`config.mk`:
```
export PLATFORM = sky130hd
export DESIGN_NAME = ivam_vector_map
export DESIGN_NICKNAME = d
export VERILOG_FILES = /design/src/ivam_pkg.sv /design/src/ivam_prio_enc.sv /design/src/ivam_vector_map.sv
export SDC_FILE = /design/constraint.sdc
export NUM_CORES = 1
export LEC_CHECK = 0
export BUFFER_PORTS_ARGS = -buffer_cell sky130_fd_sc_hd__buf_2
export CORE_ASPECT_RATIO = 1.5
export CORE_MARGIN = 5
export CORE_UTILIZATION = 28
export DETAILED_ROUTE_END_ITERATION = 10
export SLEW_MARGIN = 20
export SYNTH_ARGS = -nofsm -noshare
export SYNTH_HDL_FRONTEND = slang
export SYNTH_SLANG_ARGS = --single-unit
```
`constraint.sdc`:
```
create_clock -name i_core_clk -period 1.9 [get_ports i_core_clk]
set_input_delay 0.38 -clock i_core_clk [delete_from_list [all_inputs] [get_ports i_core_clk]]
set_output_delay 0.38 -clock i_core_clk [all_outputs]
set_load 0.02 [all_outputs]
```
`src/ivam_pkg.sv`:
```
/*
 * Constants, slot numbers and state codes for the interrupt vector
 * address map. Assumes a word-addressed program memory of up to 8K
 * words and a core that fetches the vector address this block offers.
 */
// Notes on behaviour
// - A vector slot is one word on the small and mid variants, two on the large.
// - The small variant has no boot area, so reset vector and table base never move.
// - With a boot area, the boot-reset fuse picks where the reset vector sits.
// - With a boot area, the vector-select bit picks where the interrupt table starts.
// - With a boot area and vector-select set, each vector is its base address plus the boot area start.
// - Every reset cause goes to the one reset vector at slot zero.
// - The two external requests sit at slots one and two, ahead of all others.
// - The three pin-change groups sit at slots three to five.
// - Watchdog sits at slot six, then the async timer compare A, B, overflow at seven to nine.
// - The wide timer capture, compare A, compare B, overflow sit at slots ten to thirteen.
// - The first timer compare A, compare B, overflow sit at slots fourteen to sixteen.
// - SPI done sits at seventeen, then USART receive, data empty, transmit at eighteen to twenty.
// - ADC, EEPROM ready, comparator, two-wire, store-program ready sit at twenty-one to twenty-five.
package ivam_pkg;

	localparam int ADDR_W  = 13;	// Word address, 8K words max
	localparam int SLOT_W  = 5;
	localparam int N_SLOTS = 26;	// Reset plus 25 interrupt sources

	// Device variant codes
	localparam logic [1:0] VARIANT_SMALL = 2'h0;
	localparam logic [1:0] VARIANT_MID   = 2'h1;
	localparam logic [1:0] VARIANT_LARGE = 2'h2;

	// Slot size as a left shift of the slot index
	localparam int SLOT_SHIFT_NARROW = 0;
	localparam int SLOT_SHIFT_WIDE   = 1;

	// Fuse level meaning programmed (boot reset wanted)
	localparam logic FUSE_PROGRAMMED = 1'h0;

	localparam logic [ADDR_W-1:0] APP_BASE = 13'h0000;

	// Slot numbers of each source
	localparam int SLOT_RESET       = 0;
	localparam int SLOT_EXT0        = 1;
	localparam int SLOT_EXT1        = 2;
	localparam int SLOT_PCG0        = 3;
	localparam int SLOT_PCG1        = 4;
	localparam int SLOT_PCG2        = 5;
	localparam int SLOT_WDOG        = 6;
	localparam int SLOT_ATIM_CMPA   = 7;
	localparam int SLOT_ATIM_CMPB   = 8;
	localparam int SLOT_ATIM_OVF    = 9;
	localparam int SLOT_WTIM_CAPT   = 10;
	localparam int SLOT_WTIM_CMPA   = 11;
	localparam int SLOT_WTIM_CMPB   = 12;
	localparam int SLOT_WTIM_OVF    = 13;
	localparam int SLOT_FTIM_CMPA   = 14;
	localparam int SLOT_FTIM_CMPB   = 15;
	localparam int SLOT_FTIM_OVF    = 16;
	localparam int SLOT_SPI_DONE    = 17;
	localparam int SLOT_USART_RX    = 18;
	localparam int SLOT_USART_EMPTY = 19;
	localparam int SLOT_USART_TX    = 20;
	localparam int SLOT_ADC         = 21;
	localparam int SLOT_EEPROM      = 22;
	localparam int SLOT_ACOMP       = 23;
	localparam int SLOT_TWO_WIRE    = 24;
	localparam int SLOT_STORE_PROG  = 25;

	typedef enum logic [1:0] {
		ST_STRAP = 2'h1,
		ST_RUN   = 2'h2
	} ivam_state_type;

endpackage

```
`src/ivam_prio_enc.sv`:
```
/*
 * Fixed-priority encoder: lowest set request index wins.
 * Assumes request bit 0 is the reset slot and is driven low.
 */
`timescale 1ns/1ns
`default_nettype none

module ivam_prio_enc
(
	input  wire logic [ivam_pkg::N_SLOTS-1:0] i_req,
	output logic                              o_any,
	output logic      [ivam_pkg::SLOT_W-1:0]  o_index
);

	logic [ivam_pkg::N_SLOTS-1:0] seen;
	logic [ivam_pkg::N_SLOTS-1:0] grant;
	logic [ivam_pkg::SLOT_W-1:0]  idx_acc [ivam_pkg::N_SLOTS];

	assign seen[0]    = 1'h0;
	assign grant[0]   = i_req[0];
	assign idx_acc[0] = '0;

	// Ripple from low index; a lower request masks all above it
	genvar g;
	generate
		for (g = 1; g < ivam_pkg::N_SLOTS; g++)
		begin : g_bit
			assign seen[g]    = seen[g-1] | i_req[g-1];
			assign grant[g]   = i_req[g] & ~seen[g];
			assign idx_acc[g] = idx_acc[g-1] |
				(grant[g] ? ivam_pkg::SLOT_W'(g) : '0);
		end
	endgenerate

	assign o_any   = |i_req;
	assign o_index = idx_acc[ivam_pkg::N_SLOTS-1];

endmodule

`default_nettype wire

```
`src/ivam_vector_map.sv`:
```
/*
 * Reset and interrupt vector address map for the core.
 * Assumes strap inputs (variant, boot-reset fuse) are stable from reset,
 * the vector-select bit comes from the core control register, the boot
 * start word address is supplied by the boot-size logic, and all request
 * levels are synchronous to i_core_clk.
 * Variant code 3 is taken as boot-capable with one-word slots.
 */
`timescale 1ns/1ns
`default_nettype none

module ivam_vector_map
(
	input  wire logic                           i_core_clk,
	input  wire logic                           i_arst_n,
	// Straps and control
	input  wire logic [1:0]                     i_variant,
	input  wire logic                           i_boot_reset_select_fuse,
	input  wire logic                           i_vector_base_select_bit,
	input  wire logic [ivam_pkg::ADDR_W-1:0]    i_boot_start_addr,
	// Pending request levels, one per source
	input  wire logic                           i_external_request_zero,
	input  wire logic                           i_external_request_one,
	input  wire logic                           i_pin_change_group_zero,
	input  wire logic                           i_pin_change_group_one,
	input  wire logic                           i_pin_change_group_two,
	input  wire logic                           i_watchdog_timeout_source,
	input  wire logic                           i_async_timer_compare_a,
	input  wire logic                           i_async_timer_compare_b,
	input  wire logic                           i_async_timer_overflow,
	input  wire logic                           i_wide_timer_capture,
	input  wire logic                           i_wide_timer_compare_a,
	input  wire logic                           i_wide_timer_compare_b,
	input  wire logic                           i_wide_timer_overflow,
	input  wire logic                           i_first_timer_compare_a,
	input  wire logic                           i_first_timer_compare_b,
	input  wire logic                           i_first_timer_overflow,
	input  wire logic                           i_spi_transfer_done,
	input  wire logic                           i_usart_rx_done,
	input  wire logic                           i_usart_data_empty,
	input  wire logic                           i_usart_tx_done,
	input  wire logic                           i_adc_done,
	input  wire logic                           i_eeprom_ready_source,
	input  wire logic                           i_analog_compare,
	input  wire logic                           i_two_wire_serial_source,
	input  wire logic                           i_store_program_ready_source,
	// Vector outputs to the core
	output logic      [ivam_pkg::ADDR_W-1:0]    o_reset_vector,
	output logic      [ivam_pkg::ADDR_W-1:0]    o_table_base,
	output logic                                o_irq_valid,
	output logic      [ivam_pkg::SLOT_W-1:0]    o_irq_slot,
	output logic      [ivam_pkg::ADDR_W-1:0]    o_irq_vector
);

	logic                            rst_meta_r;
	logic                            rst_n_r;
	ivam_pkg::ivam_state_type        state_r;
	ivam_pkg::ivam_state_type        state_nxt;
	logic [1:0]                      variant_r;
	logic                            fuse_r;
	logic [ivam_pkg::N_SLOTS-1:0]    pend;
	logic                            pend_any;
	logic [ivam_pkg::SLOT_W-1:0]     pend_slot;
	logic                            has_boot;
	logic                            wide_slot;
	logic                            boot_reset;
	logic                            boot_table;
	logic [ivam_pkg::ADDR_W-1:0]     tab_base;
	logic [ivam_pkg::ADDR_W-1:0]     rst_addr;
	logic [ivam_pkg::ADDR_W-1:0]     slot_off;
	logic [ivam_pkg::ADDR_W-1:0]     vec_addr;
	logic                            running;
	logic                            slot_shift;
	logic                            irq_offer;

	// Reset release through two flops; asserts at once, releases late
	always_ff @(posedge i_core_clk or negedge i_arst_n)
	begin
		if (!i_arst_n)
		begin
			rst_meta_r <= 1'h0;
			rst_n_r    <= 1'h0;
		end
		else
		begin
			rst_meta_r <= 1'h1;
			rst_n_r    <= rst_meta_r;
		end
	end

	// Straps are caught once, in the first cycle after release
	always_comb
	begin
		state_nxt = state_r;
		unique case (state_r)
			ivam_pkg::ST_STRAP: state_nxt = ivam_pkg::ST_RUN;
			ivam_pkg::ST_RUN:   state_nxt = ivam_pkg::ST_RUN;
		endcase
	end

	// State register; back to strap phase on every reset
	always_ff @(posedge i_core_clk or negedge rst_n_r)
	begin
		if (!rst_n_r)
			state_r <= ivam_pkg::ST_STRAP;
		else
			state_r <= state_nxt;
	end

	// Strap capture; fuse defaults to unprogrammed until sampled
	always_ff @(posedge i_core_clk or negedge rst_n_r)
	begin
		if (!rst_n_r)
		begin
			variant_r <= ivam_pkg::VARIANT_SMALL;
			fuse_r    <= ~ivam_pkg::FUSE_PROGRAMMED;
		end
		else if (state_r == ivam_pkg::ST_STRAP)
		begin
			variant_r <= i_variant;
			fuse_r    <= i_boot_reset_select_fuse;
		end
	end

	assign running = (state_r == ivam_pkg::ST_RUN);

	// Requests gathered by slot; slot 0 is reset and never pends
	assign pend[ivam_pkg::SLOT_RESET]       = 1'h0;
	assign pend[ivam_pkg::SLOT_EXT0]        = i_external_request_zero;
	assign pend[ivam_pkg::SLOT_EXT1]        = i_external_request_one;
	assign pend[ivam_pkg::SLOT_PCG0]        = i_pin_change_group_zero;
	assign pend[ivam_pkg::SLOT_PCG1]        = i_pin_change_group_one;
	assign pend[ivam_pkg::SLOT_PCG2]        = i_pin_change_group_two;
	assign pend[ivam_pkg::SLOT_WDOG]        = i_watchdog_timeout_source;
	assign pend[ivam_pkg::SLOT_ATIM_CMPA]   = i_async_timer_compare_a;
	assign pend[ivam_pkg::SLOT_ATIM_CMPB]   = i_async_timer_compare_b;
	assign pend[ivam_pkg::SLOT_ATIM_OVF]    = i_async_timer_overflow;
	assign pend[ivam_pkg::SLOT_WTIM_CAPT]   = i_wide_timer_capture;
	assign pend[ivam_pkg::SLOT_WTIM_CMPA]   = i_wide_timer_compare_a;
	assign pend[ivam_pkg::SLOT_WTIM_CMPB]   = i_wide_timer_compare_b;
	assign pend[ivam_pkg::SLOT_WTIM_OVF]    = i_wide_timer_overflow;
	assign pend[ivam_pkg::SLOT_FTIM_CMPA]   = i_first_timer_compare_a;
	assign pend[ivam_pkg::SLOT_FTIM_CMPB]   = i_first_timer_compare_b;
	assign pend[ivam_pkg::SLOT_FTIM_OVF]    = i_first_timer_overflow;
	assign pend[ivam_pkg::SLOT_SPI_DONE]    = i_spi_transfer_done;
	assign pend[ivam_pkg::SLOT_USART_RX]    = i_usart_rx_done;
	assign pend[ivam_pkg::SLOT_USART_EMPTY] = i_usart_data_empty;
	assign pend[ivam_pkg::SLOT_USART_TX]    = i_usart_tx_done;
	assign pend[ivam_pkg::SLOT_ADC]         = i_adc_done;
	assign pend[ivam_pkg::SLOT_EEPROM]      = i_eeprom_ready_source;
	assign pend[ivam_pkg::SLOT_ACOMP]       = i_analog_compare;
	assign pend[ivam_pkg::SLOT_TWO_WIRE]    = i_two_wire_serial_source;
	assign pend[ivam_pkg::SLOT_STORE_PROG]  = i_store_program_ready_source;

	// Lowest slot wins, so the lowest address is served first
	ivam_prio_enc u_prio
	(
		.i_req   (pend),
		.o_any   (pend_any),
		.o_index (pend_slot)
	);

	// Variant decode
	assign has_boot  = (variant_r != ivam_pkg::VARIANT_SMALL);
	assign wide_slot = (variant_r == ivam_pkg::VARIANT_LARGE);

	// Relocation only where a boot area exists
	assign boot_reset = has_boot &&
		(fuse_r == ivam_pkg::FUSE_PROGRAMMED);
	assign boot_table = has_boot && i_vector_base_select_bit;

	assign rst_addr = boot_reset ? i_boot_start_addr
		: ivam_pkg::APP_BASE;
	assign tab_base = boot_table ? i_boot_start_addr
		: ivam_pkg::APP_BASE;

	// Slot size as a shift; top bits of the offset stay zero
	assign slot_shift = wide_slot ? 1'(ivam_pkg::SLOT_SHIFT_WIDE)
		: 1'(ivam_pkg::SLOT_SHIFT_NARROW);
	assign slot_off = ivam_pkg::ADDR_W'(pend_slot)
		<< slot_shift;

	// Wraps inside program memory if the boot start is near the top
	assign vec_addr = tab_base + slot_off;

	// Nothing is offered before straps are known
	assign irq_offer = running && pend_any;

	// Reset and table addresses, held in flops for the core
	always_ff @(posedge i_core_clk or negedge rst_n_r)
	begin
		if (!rst_n_r)
		begin
			o_reset_vector <= ivam_pkg::APP_BASE;
			o_table_base   <= ivam_pkg::APP_BASE;
		end
		else
		begin
			o_reset_vector <= rst_addr;
			o_table_base   <= tab_base;
		end
	end

	// Request outputs; one cycle behind the request levels
	always_ff @(posedge i_core_clk or negedge rst_n_r)
	begin
		if (!rst_n_r)
		begin
			o_irq_valid    <= 1'h0;
			o_irq_slot     <= '0;
			o_irq_vector   <= ivam_pkg::APP_BASE;
		end
		else
		begin
			o_irq_valid    <= irq_offer;
			o_irq_slot     <= pend_slot;
			o_irq_vector   <= vec_addr;
		end
	end

endmodule

`default_nettype wire

```
==> run metrics, run 1 <==
grt total ovfl 0; number of storage elements in the synthesis netlist 52; Max Clk Rate roughly 380 MHz; buffer cell driving the clock tree root sky130_fd_sc_hd__clkbuf_16; Cell Count, Final, Fillers Out approximately 480; CP required 2.09 ns; clock tree sinks 52; Worst Skew around 0.012 ns; run status complete, but fails checks; global-route wire length before repair between 10000 and 15000 um; Switching Share around 29%; post-route standard cell area excluding fillers ~3900 sq um; Unique masters post-synth 44; sort of element at the start of the critical path input pin; Routed wire per std cell roughly 14 um; Synth-to-Final Area Change 64.26%; worst setup timing slack at the placement stage -1.262 ns; via count of the first global-routing pass 2267; post-route DRC violation count 0; cell leakage power approximately 2.0 nW; part of the power in the clock network between 30% and 40%; Mapped Cells between 200 and 250; Die Y between 100 and 150 um; worst min-delay path class flip-flop to async pin; final period utilization 140.3%; Worst R2R Setup Slack -0.53 ns; RSZ-0062 raised after global routing true; pin count of the biggest net entering global routing 21; nature of the critical path endpoint flip-flop; number of antenna violations at the first check in global routing 0; Antenna Diode Count 0; first-pass iteration count of the detailed router 4; dominant combinational cell family by area after synthesis simple AND/OR/NAND/NOR gates; Synth Area in Simple Gates approximately 20%; Synth Area in Compound Gates between 10% and 20%; area enclosed by the die boundary between 10000 and 15000 sq um; R2R cell count 10; clock insertion delay at the later pin of the skew report between 0.2 and 0.3 ns; Port Buffers slightly below 90; final hold viol count 0; commonest non-fill, non-tap cell in the layout sky130_fd_sc_hd__buf_2; Core Area 8362 sq um; synth warn 0; placed cells 453; crit-path max FO 3; post-synthesis share of cell area spent on xor and xnor gates 3.302%; net switching power figure around 0.00083 W; CTS tree done; Area after DPL between 3000 and 4000 sq um; average cell area after synthesis approximately 11 sq um; post-layout worst setup margin -0.7654 ns; number of vias after detailed routing ~2100; count of boundary I/O pins 89; width of the die between 80 and 90 um; Post-layout nets 418; part of the total power dissipated in combinational logic 26.1%; global router's overall resource usage 12.92%; Buffers & Inverters on Critical Path 2; cell area after synthesis 2387 sq um; Longest Clk Path Bufs 2; FF-to-FF End o_irq_vector[12]$_DFF_PN0_; total number of H-tree levels 2; MaxCap Viol Count 0; Post-Synth Adder-Cell Area 3.983%; commonest cells after routing, fill and taps aside 79 x sky130_fd_sc_hd__buf_2, 61 x sky130_fd_sc_hd__buf_4, 49 x sky130_fd_sc_hd__dfrtp_1, 24 x sky130_fd_sc_hd__and2_1, 16 x sky130_fd_sc_hd__nor2_1; number of buffers inserted during clock tree synthesis 5; sequential share of power between 40% and 50%; VDD IR max about 0.37 mV; starting density of the core ~29%; Final HPWL DP 5031 um; portion of the post-synthesis area used by sequential elements roughly 55%; power per unit of standard cell area ~730 nW/um^2; arrival time of the worst setup path approximately 2.9 ns; routed wire length between 6000 and 7000 um; starting DRC count in detailed routing 38; total power consumption of the routed design roughly 0.0029 W; Crit Reg-Reg Startpoint variant_r[1]$_DFFE_PN0N_; category of cells accounting for the largest share of critical-path delay compound AO/OA/AOI/OAI gates; antenna viol nets, final 0; Final setup violation count 12; failing checks setup timing; routability-driven placement congestion ratio around 0.76; floorplan row count between 40 and 50; proportion of synthesized area in mux cells 4.036%; slowest library cell on the worst path sky130_fd_sc_hd__nor4_4; via count normalized by instance count between 4 and 5; post-layout minimum cycle time 2.665 ns; Int Power around 0.0020 W; worst stage delay on the critical path about 0.37 ns; share of final-layout standard cells stronger than drive strength 1 ~60%; category of the critical setup timing path input pin to flip-flop; number of fill cells just under 800; Max Slew Vio Count 0; sequence of cells on the critical path buf_8 > nor4_4 > o211ai_1 > a21oi_2 > a2111oi_4 > nor2_1 > ha_2 > inv_2 > fa_2 > nor2b_4 > o31ai_2 > a211oi_2 > nand3_1 > xnor2_1; clock-pin slew reported for the worst setup and hold paths after clock tree synthesis ~0.070 ns
## through the flow
stage	setup TNS [ns]	hold WS [ns]	utilization (%)
floorplan	-7.282	0.08441	-
global placement	-10.90	0.1576	40.46
detailed placement	-11.37	0.1643	40.46
CTS	-7.081	0.1672	44.10
global route	-8.201	0.1869	46.90
finish	-6.693	0.1503	46.90
## sequential cells by signal (all words and copies together) (netlist names)
| signal | flops |
|---|---|
| o_irq_slot | 5 |
| rst_meta_r | 1 |
| rst_n_r | 1 |
| o_irq_vector | 13 |
| o_reset_vector | 13 |
| fuse_r | 1 |
| o_irq_valid | 1 |
| o_table_base | 13 |
| state_r | 2 |
| variant_r | 2 |
## Yosys cell counts
| cell | instances | share of area, % |
|---|---|---|
| sky130_fd_sc_hd__o2111ai_1 | 1 | 0.37 |
| sky130_fd_sc_hd__a21bo_2 | 1 | 0.42 |
| sky130_fd_sc_hd__xor2_1 | 4 | 1.5 |
| sky130_fd_sc_hd__buf_1 | 1 | 0.16 |
| sky130_fd_sc_hd__o31ai_1 | 2 | 0.63 |
| sky130_fd_sc_hd__a2111oi_4 | 2 | 2.3 |
| sky130_fd_sc_hd__nor3_2 | 2 | 0.84 |
| sky130_fd_sc_hd__dfrtp_1 | 50 | 52 |
| sky130_fd_sc_hd__and2_1 | 24 | 6.3 |
| sky130_fd_sc_hd__conb_1 | 2 | 0.31 |
| sky130_fd_sc_hd__ha_1 | 6 | 3.1 |
| sky130_fd_sc_hd__mux2i_1 | 4 | 1.7 |
| sky130_fd_sc_hd__fa_1 | 1 | 0.84 |
| sky130_fd_sc_hd__nand3_1 | 4 | 0.84 |
| sky130_fd_sc_hd__or4_1 | 1 | 0.31 |
| sky130_fd_sc_hd__o211a_1 | 1 | 0.42 |
| sky130_fd_sc_hd__o21ai_0 | 7 | 1.5 |
| sky130_fd_sc_hd__nor4_1 | 2 | 0.52 |
| sky130_fd_sc_hd__clkbuf_1 | 2 | 0.31 |
| sky130_fd_sc_hd__nand4_1 | 1 | 0.26 |
| sky130_fd_sc_hd__nor4b_1 | 2 | 0.73 |
| sky130_fd_sc_hd__nor4_4 | 1 | 0.89 |
| sky130_fd_sc_hd__o21bai_1 | 1 | 0.31 |
| sky130_fd_sc_hd__o21ai_1 | 1 | 0.21 |
| sky130_fd_sc_hd__o31a_1 | 1 | 0.37 |
| sky130_fd_sc_hd__o21a_1 | 1 | 0.31 |
| sky130_fd_sc_hd__o211ai_1 | 3 | 0.94 |
| sky130_fd_sc_hd__nor2b_1 | 3 | 0.79 |
| sky130_fd_sc_hd__a21oi_1 | 7 | 1.5 |
| sky130_fd_sc_hd__nor2_1 | 20 | 3.1 |
| sky130_fd_sc_hd__nor3b_1 | 1 | 0.31 |
| sky130_fd_sc_hd__nand2b_1 | 2 | 0.52 |
| sky130_fd_sc_hd__or3b_2 | 1 | 0.37 |
| sky130_fd_sc_hd__inv_1 | 14 | 2.2 |
| sky130_fd_sc_hd__a21o_1 | 1 | 0.31 |
| sky130_fd_sc_hd__xnor2_1 | 5 | 1.8 |
| sky130_fd_sc_hd__mux2_2 | 5 | 2.4 |
| sky130_fd_sc_hd__nand2_1 | 7 | 1.1 |
| sky130_fd_sc_hd__nor4_2 | 2 | 1.0 |
| sky130_fd_sc_hd__a221oi_1 | 1 | 0.37 |
| sky130_fd_sc_hd__nand4_4 | 1 | 0.89 |
| sky130_fd_sc_hd__a211oi_1 | 4 | 1.3 |
| sky130_fd_sc_hd__nor3_1 | 5 | 1.0 |
| sky130_fd_sc_hd__dfstp_2 | 2 | 2.2 |
## cell families (layout without fill, tap and decap cells)
| kind of cell | after synthesis | count (layout) |
|---|---|---|
| simple gates | 79 | 79 |
| flops | 52 | 52 |
| compound gates | 34 | 34 |
| buf+inv | 17 | 175 |
| xor+xnor | 9 | 9 |
| mux | 9 | 9 |
| fa+ha+maj | 7 | 7 |
| other cells | 2 | 3 |
## power groups by stage
| stage | clock network (W) | logic (W) | registers [W] |
|---|---|---|---|
| 6_report | 0.000872 | 0.000751 | 0.00125 |
| 5_1_grt | 0.000951 | 0.000815 | 0.00126 |
| 4_1_cts | 0.000907 | 0.000700 | 0.00125 |
| 3_5_place_dp | 0 | 0.000663 | 0.00127 |
| 3_3_place_gp | 0 | 0.000656 | 0.00127 |
| 2_1_floorplan | 0 | 0.000204 | 0.00140 |
## layer usage
layer | GRT usage (%) | share of wire (%) | vias up
met5 | 0 | 0 | -
met2 | 25.10 | 58 | 63
met3 | 3.400 | 6.9 | 10
li1 | - | - | 1028
met4 | 5.644 | 2.4 | 0
met1 | 12.55 | 33 | 986
## timing repair
item	CTS	global route
gates resized for setup	19	48
endpoints found under the setup margin	12	12
hold buffers	1	0
hold endpoints to repair	2	0
pin swaps	26	31
buffers inserted	9	4
## worst max path at each step
| stage | depth (start not counted) | end | startpoint |
|---|---|---|---|
| after detailed placement | 15 | o_irq_vector[12]$_DFF_PN0_ | i_wide_timer_compare_b |
| after floorplan | 11 | o_irq_vector[12]$_DFF_PN0_ | i_async_timer_compare_a |
| final | 14 | o_irq_vector[12]$_DFF_PN0_ | i_pin_change_group_two |
| after global routing | 14 | o_irq_vector[12]$_DFF_PN0_ | i_pin_change_group_two |
| after global placement | 15 | o_irq_vector[12]$_DFF_PN0_ | i_wide_timer_compare_b |
| after CTS | 14 | o_irq_vector[12]$_DFF_PN0_ | i_pin_change_group_one |
## final cells by class
class	instances	area, sq um	area share (%)
clock inverter	3	18.77	0.4786
sequential	52	1305	33.28
multi-input combinational	141	1280	32.64
inverter	14	52.55	1.340
tap	107	133.9	3.414
timing repair buffer	153	1006	25.65
clock buffer	5	125.1	3.191
## worst reg2reg max path, cell delays in order (launching register included)
cell and delay [ns]:
sky130_fd_sc_hd__dfrtp_1 0.38, sky130_fd_sc_hd__buf_4 0.14, sky130_fd_sc_hd__nand2b_1 0.14, sky130_fd_sc_hd__buf_4 0.18, sky130_fd_sc_hd__mux2_4 0.32, sky130_fd_sc_hd__fa_2 0.39, sky130_fd_sc_hd__nor2b_4 0.13, sky130_fd_sc_hd__o31ai_2 0.08
sky130_fd_sc_hd__a211oi_2 0.27, sky130_fd_sc_hd__nand3_1 0.14, sky130_fd_sc_hd__xnor2_1 0.14
Power figures use the tool's default switching activity.
==> run 2, diff against run 1 <==
--- a/config.mk
+++ b/config.mk
@@ -10,7 +10,9 @@
 export CORE_MARGIN = 5
 export CORE_UTILIZATION = 28
 export DETAILED_ROUTE_END_ITERATION = 10
+export PLACE_DENSITY = 0.5
 export SLEW_MARGIN = 20
 export SYNTH_ARGS = -nofsm -noshare
 export SYNTH_HDL_FRONTEND = slang
+export SYNTH_HIERARCHICAL = 1
 export SYNTH_SLANG_ARGS = --single-unit
==> run 2 against run 1 <==
  * The run still ends with setup timing left
  * Synthesized area grew 5.7%
  * Synthesized cell count increased by 8.6%
  * Utilization down 0.74 points
  * Design area grew 3.9%
  * Wire length is 8.8% higher
  * Sequential power barely moved
  * Count of clock-buffer cells in the layout did not move
  * Critical path depth is 2 higher
  * Die area rose by 5.1%
  * Critical endpoint is now o_irq_vector[8]$_DFF_PN0_
  * Largest cell class is now multi-input combinational cells
  * Largest power group unchanged
==> run metrics, run 2 <==
Mapped Cells 227 (+8.6%); registers with the most flip-flops o_irq_vector: 13 flops, o_reset_vector: 13 flops, o_table_base: 13 flops; cell types occupying the most area after synthesis sky130_fd_sc_hd__dfrtp_1 50%, sky130_fd_sc_hd__and2_1 6.0%, sky130_fd_sc_hd__nor2_1 3.6%, sky130_fd_sc_hd__mux2_2 2.7%, sky130_fd_sc_hd__xnor2_1 2.4%; average cell area after synthesis 11.11 sq um (-2.7%); post-layout worst setup margin -1.567 ns (-0.8020 ns); commonest non-fill, non-tap cell in the layout sky130_fd_sc_hd__buf_2; run status complete, but fails checks; CTS tree done; Core Area 8828 sq um (+5.6%); crit-path max FO 2 (-1); Area after DPL 3562 sq um (+5.3%); synth warn 6 (+6); commonest cells after routing, fill and taps aside 82 x sky130_fd_sc_hd__buf_2, 65 x sky130_fd_sc_hd__buf_4, 49 x sky130_fd_sc_hd__dfrtp_1, 24 x sky130_fd_sc_hd__and2_1, 21 x sky130_fd_sc_hd__nor2_1; Unique masters post-synth 59 (+34%); area enclosed by the die boundary 11050 sq um (+5.1%); nature of the critical path endpoint flip-flop; number of synthesized flops with an enable pin 0 (unchanged); routability-driven placement congestion ratio 0.7642 (+0.61%); Routed wire per std cell 14.12 um (+1.5%); Final HPWL DP 5723 um (+14%); worst setup timing slack at the placement stage -1.919 ns (-0.6566 ns); placed cells 486 (+7.3%); via count of the first global-routing pass 2452 (+8.2%); category of the critical setup timing path input pin to flip-flop; VDD IR max 0.5179 mV (+39%); post-route standard cell area excluding fillers 4075 sq um (+3.9%); sort of element at the start of the critical path input pin; global router's overall resource usage 12.87% (-0.044 points); arrival time of the worst setup path 3.68 ns (+0.83 ns); power per unit of standard cell area 718.5 nW/um^2 (-1.9%); Port Buffers 88 (unchanged); Worst R2R Setup Slack -1.06 ns (-0.53 ns); cell area after synthesis 2522 sq um (+5.7%); global-route wire length before repair 11210 um (+6.6%); worst min-delay path class flip-flop to async pin; RSZ-0062 raised after global routing true; floorplan row count 42 (+2.4%); starting density of the core 28.57% (about the same); number of fill cells 879 (+13%); Worst Skew 0.007552 ns (-0.004123 ns); Cell Count, Final, Fillers Out 509 (+7.2%); Max Slew Vio Count 0 (unchanged); CP required 2.11 ns (+0.02 ns); failing checks setup timing; number of antenna violations at the first check in global routing 0 (unchanged); Synth top cells by count 50 x sky130_fd_sc_hd__dfrtp_1, 24 x sky130_fd_sc_hd__and2_1, 24 x sky130_fd_sc_hd__nor2_1; count of boundary I/O pins 89 (unchanged); cell leakage power 2.045 nW (+3.7%); final hold viol count 0 (unchanged); clock-pin slew reported for the worst setup and hold paths after clock tree synthesis 0.07 ns (about the same); MaxCap Viol Count 0 (unchanged); clock tree sinks 52 (unchanged); Post-layout nets 447 (+6.9%); number of vias after detailed routing 2279 (+9.2%); grt total ovfl 0 (unchanged); starting DRC count in detailed routing 42 (+11%); Total Neg Setup Slack -14.48 ns (-7.792 ns); via count normalized by instance count 4.477 (+1.9%); fraction of registers with async set/reset 100.0% (unchanged); Longest Clk Path Bufs 2 (unchanged); Max Clk Rate 288.4 MHz (-23%); post-layout minimum cycle time 3.467 ns (+0.8020 ns); final period utilization 182.5% (+42 points); routed wire length 7188 um (+8.8%); antenna viol nets, final 0 (unchanged); total power consumption of the routed design 0.002928 W (+1.9%); buffer cell driving the clock tree root sky130_fd_sc_hd__clkbuf_16; Synth-to-Final Area Change 61.56%; width of the die 87.50 um (+2.5%); Yosys top cell area share 49.60% (-2.8 points); most frequently used cell type in the post-synthesis netlist sky130_fd_sc_hd__dfrtp_1; first-pass iteration count of the detailed router 4 (unchanged); portion of the post-synthesis area used by sequential elements 51.69% (-2.9 points); total number of H-tree levels 2 (unchanged); Final setup violation count 12 (unchanged); cell accounting for the most synthesized area sky130_fd_sc_hd__dfrtp_1; share of final-layout standard cells stronger than drive strength 1 55.64% (-4.1 points); Die Y 126.2 um (+2.6%); commonest register cell after synthesis sky130_fd_sc_hd__dfrtp_1; post-route DRC violation count 0 (unchanged); clock insertion delay at the later pin of the skew report 0.29 ns (about the same); pin count of the biggest net entering global routing 33 (+57%); number of buffers inserted during clock tree synthesis 5 (unchanged); Antenna Diode Count 0 (unchanged); number of storage elements in the synthesis netlist 52 (unchanged)
run 2: changes by cell type in the layout (fill, tap and decap cells not counted), moves of 4 or more:
cell,delta
sky130_fd_sc_hd__a21oi_2,-4
sky130_fd_sc_hd__nand2_1,+7
sky130_fd_sc_hd__buf_6,+8
sky130_fd_sc_hd__nor2_1,+5
sky130_fd_sc_hd__nor4_4,-4
sky130_fd_sc_hd__buf_4,+4
run 2: path summary, 6_finish.rpt:
check / to / depth (start not counted) / startpoint
max: o_irq_vector[8]$_DFF_PN0_ / 16 / i_external_request_zero
min: o_table_base[1]$_DFF_PN0_ / 0 / rst_n_r$_DFF_PN0_
max reg2reg: o_irq_vector[11]$_DFF_PN0_ / 14 / variant_r[0]$_DFFE_PN0N_
min reg2reg: o_table_base[1]$_DFF_PN0_ / 0 / rst_n_r$_DFF_PN0_
max in group asynchronous: o_irq_vector[7]$_DFF_PN0_ / 1 / rst_n_r$_DFF_PN0_
min in group i_core_clk: o_reset_vector[0]$_DFF_PN0_ / 2 / i_boot_start_addr[0]
run 2: worst max-delay path, cell delays in order:
cell	delay [ns]
sky130_fd_sc_hd__buf_6	0.09
sky130_fd_sc_hd__or4_4	0.55
sky130_fd_sc_hd__nor2b_4	0.13
sky130_fd_sc_hd__and3_4	0.19
sky130_fd_sc_hd__o21ai_2	0.05
sky130_fd_sc_hd__o211ai_1	0.11
sky130_fd_sc_hd__nor2b_2	0.18
sky130_fd_sc_hd__ha_2	0.20
sky130_fd_sc_hd__inv_2	0.04
sky130_fd_sc_hd__fa_2	0.33
sky130_fd_sc_hd__and2b_1	0.23
sky130_fd_sc_hd__nor2_2	0.06
sky130_fd_sc_hd__maj3_2	0.31
sky130_fd_sc_hd__or4_4	0.53
sky130_fd_sc_hd__a21boi_2	0.16
sky130_fd_sc_hd__xor2_1	0.14
run 2: per-layer routing:
layer  routed length, um  track usage [%]
met4                  86            3.523
met1                2430            12.80
met2                4111            25.27
met3                 558            3.268
met5                   0                0
run 2: power breakdown:
part	leakage, nW	internal, W	switching, W
Clock	0.0736	0.000486	0.000393
Sequential	0.669	0.00121	0.0000421
Combinational	1.30	0.000369	0.000424
run 2: cells by family (layout without fill, tap and decap cells):
family	after synthesis	after routing	synth area share, %
buffers and inverters	16	184	3.125
muxes	7	7	3.075
adders and majority gates	6	6	3.224
xor gates and xnor gates	10	10	3.472
AOI/OAI and AO/OA	40	40	13.34
DFF	52	52	51.69
other	2	6	0.2977
and+or+nand+nor	94	94	21.78
run 2: timing repair:
action / 4_1_cts / 5_1_grt
endpoints found under the hold margin: 2 / 0
hold buffers: 1 / 0
setup endpoints to repair: 12 / 12
buffers inserted: 4 / 10
pin swaps: 9 / 9
resized for setup: 19 / 30
run 2: layout make-up:
class	count	area [sq um]	share of cell area (%)
clock buffers	5	125.1	3.070
clock inverters	3	18.77	0.4605
inverters	11	41.29	1.013
multi-input cells	163	1339	32.85
flip-flops and latches	52	1305	32.02
well taps	110	137.6	3.377
repair buffers	165	1109	27.20
run 2: per-stage QoR:
| step | hold slack (ns) | util, % |
|---|---|---|
| floorplan | 0.08441 | - |
| global placement | 0.1661 | 40.35 |
| detailed placement | 0.1681 | 40.35 |
| CTS | 0.2413 | 43.47 |
| global route | 0.2655 | 46.16 |
| finish | 0.2210 | 46.16 |
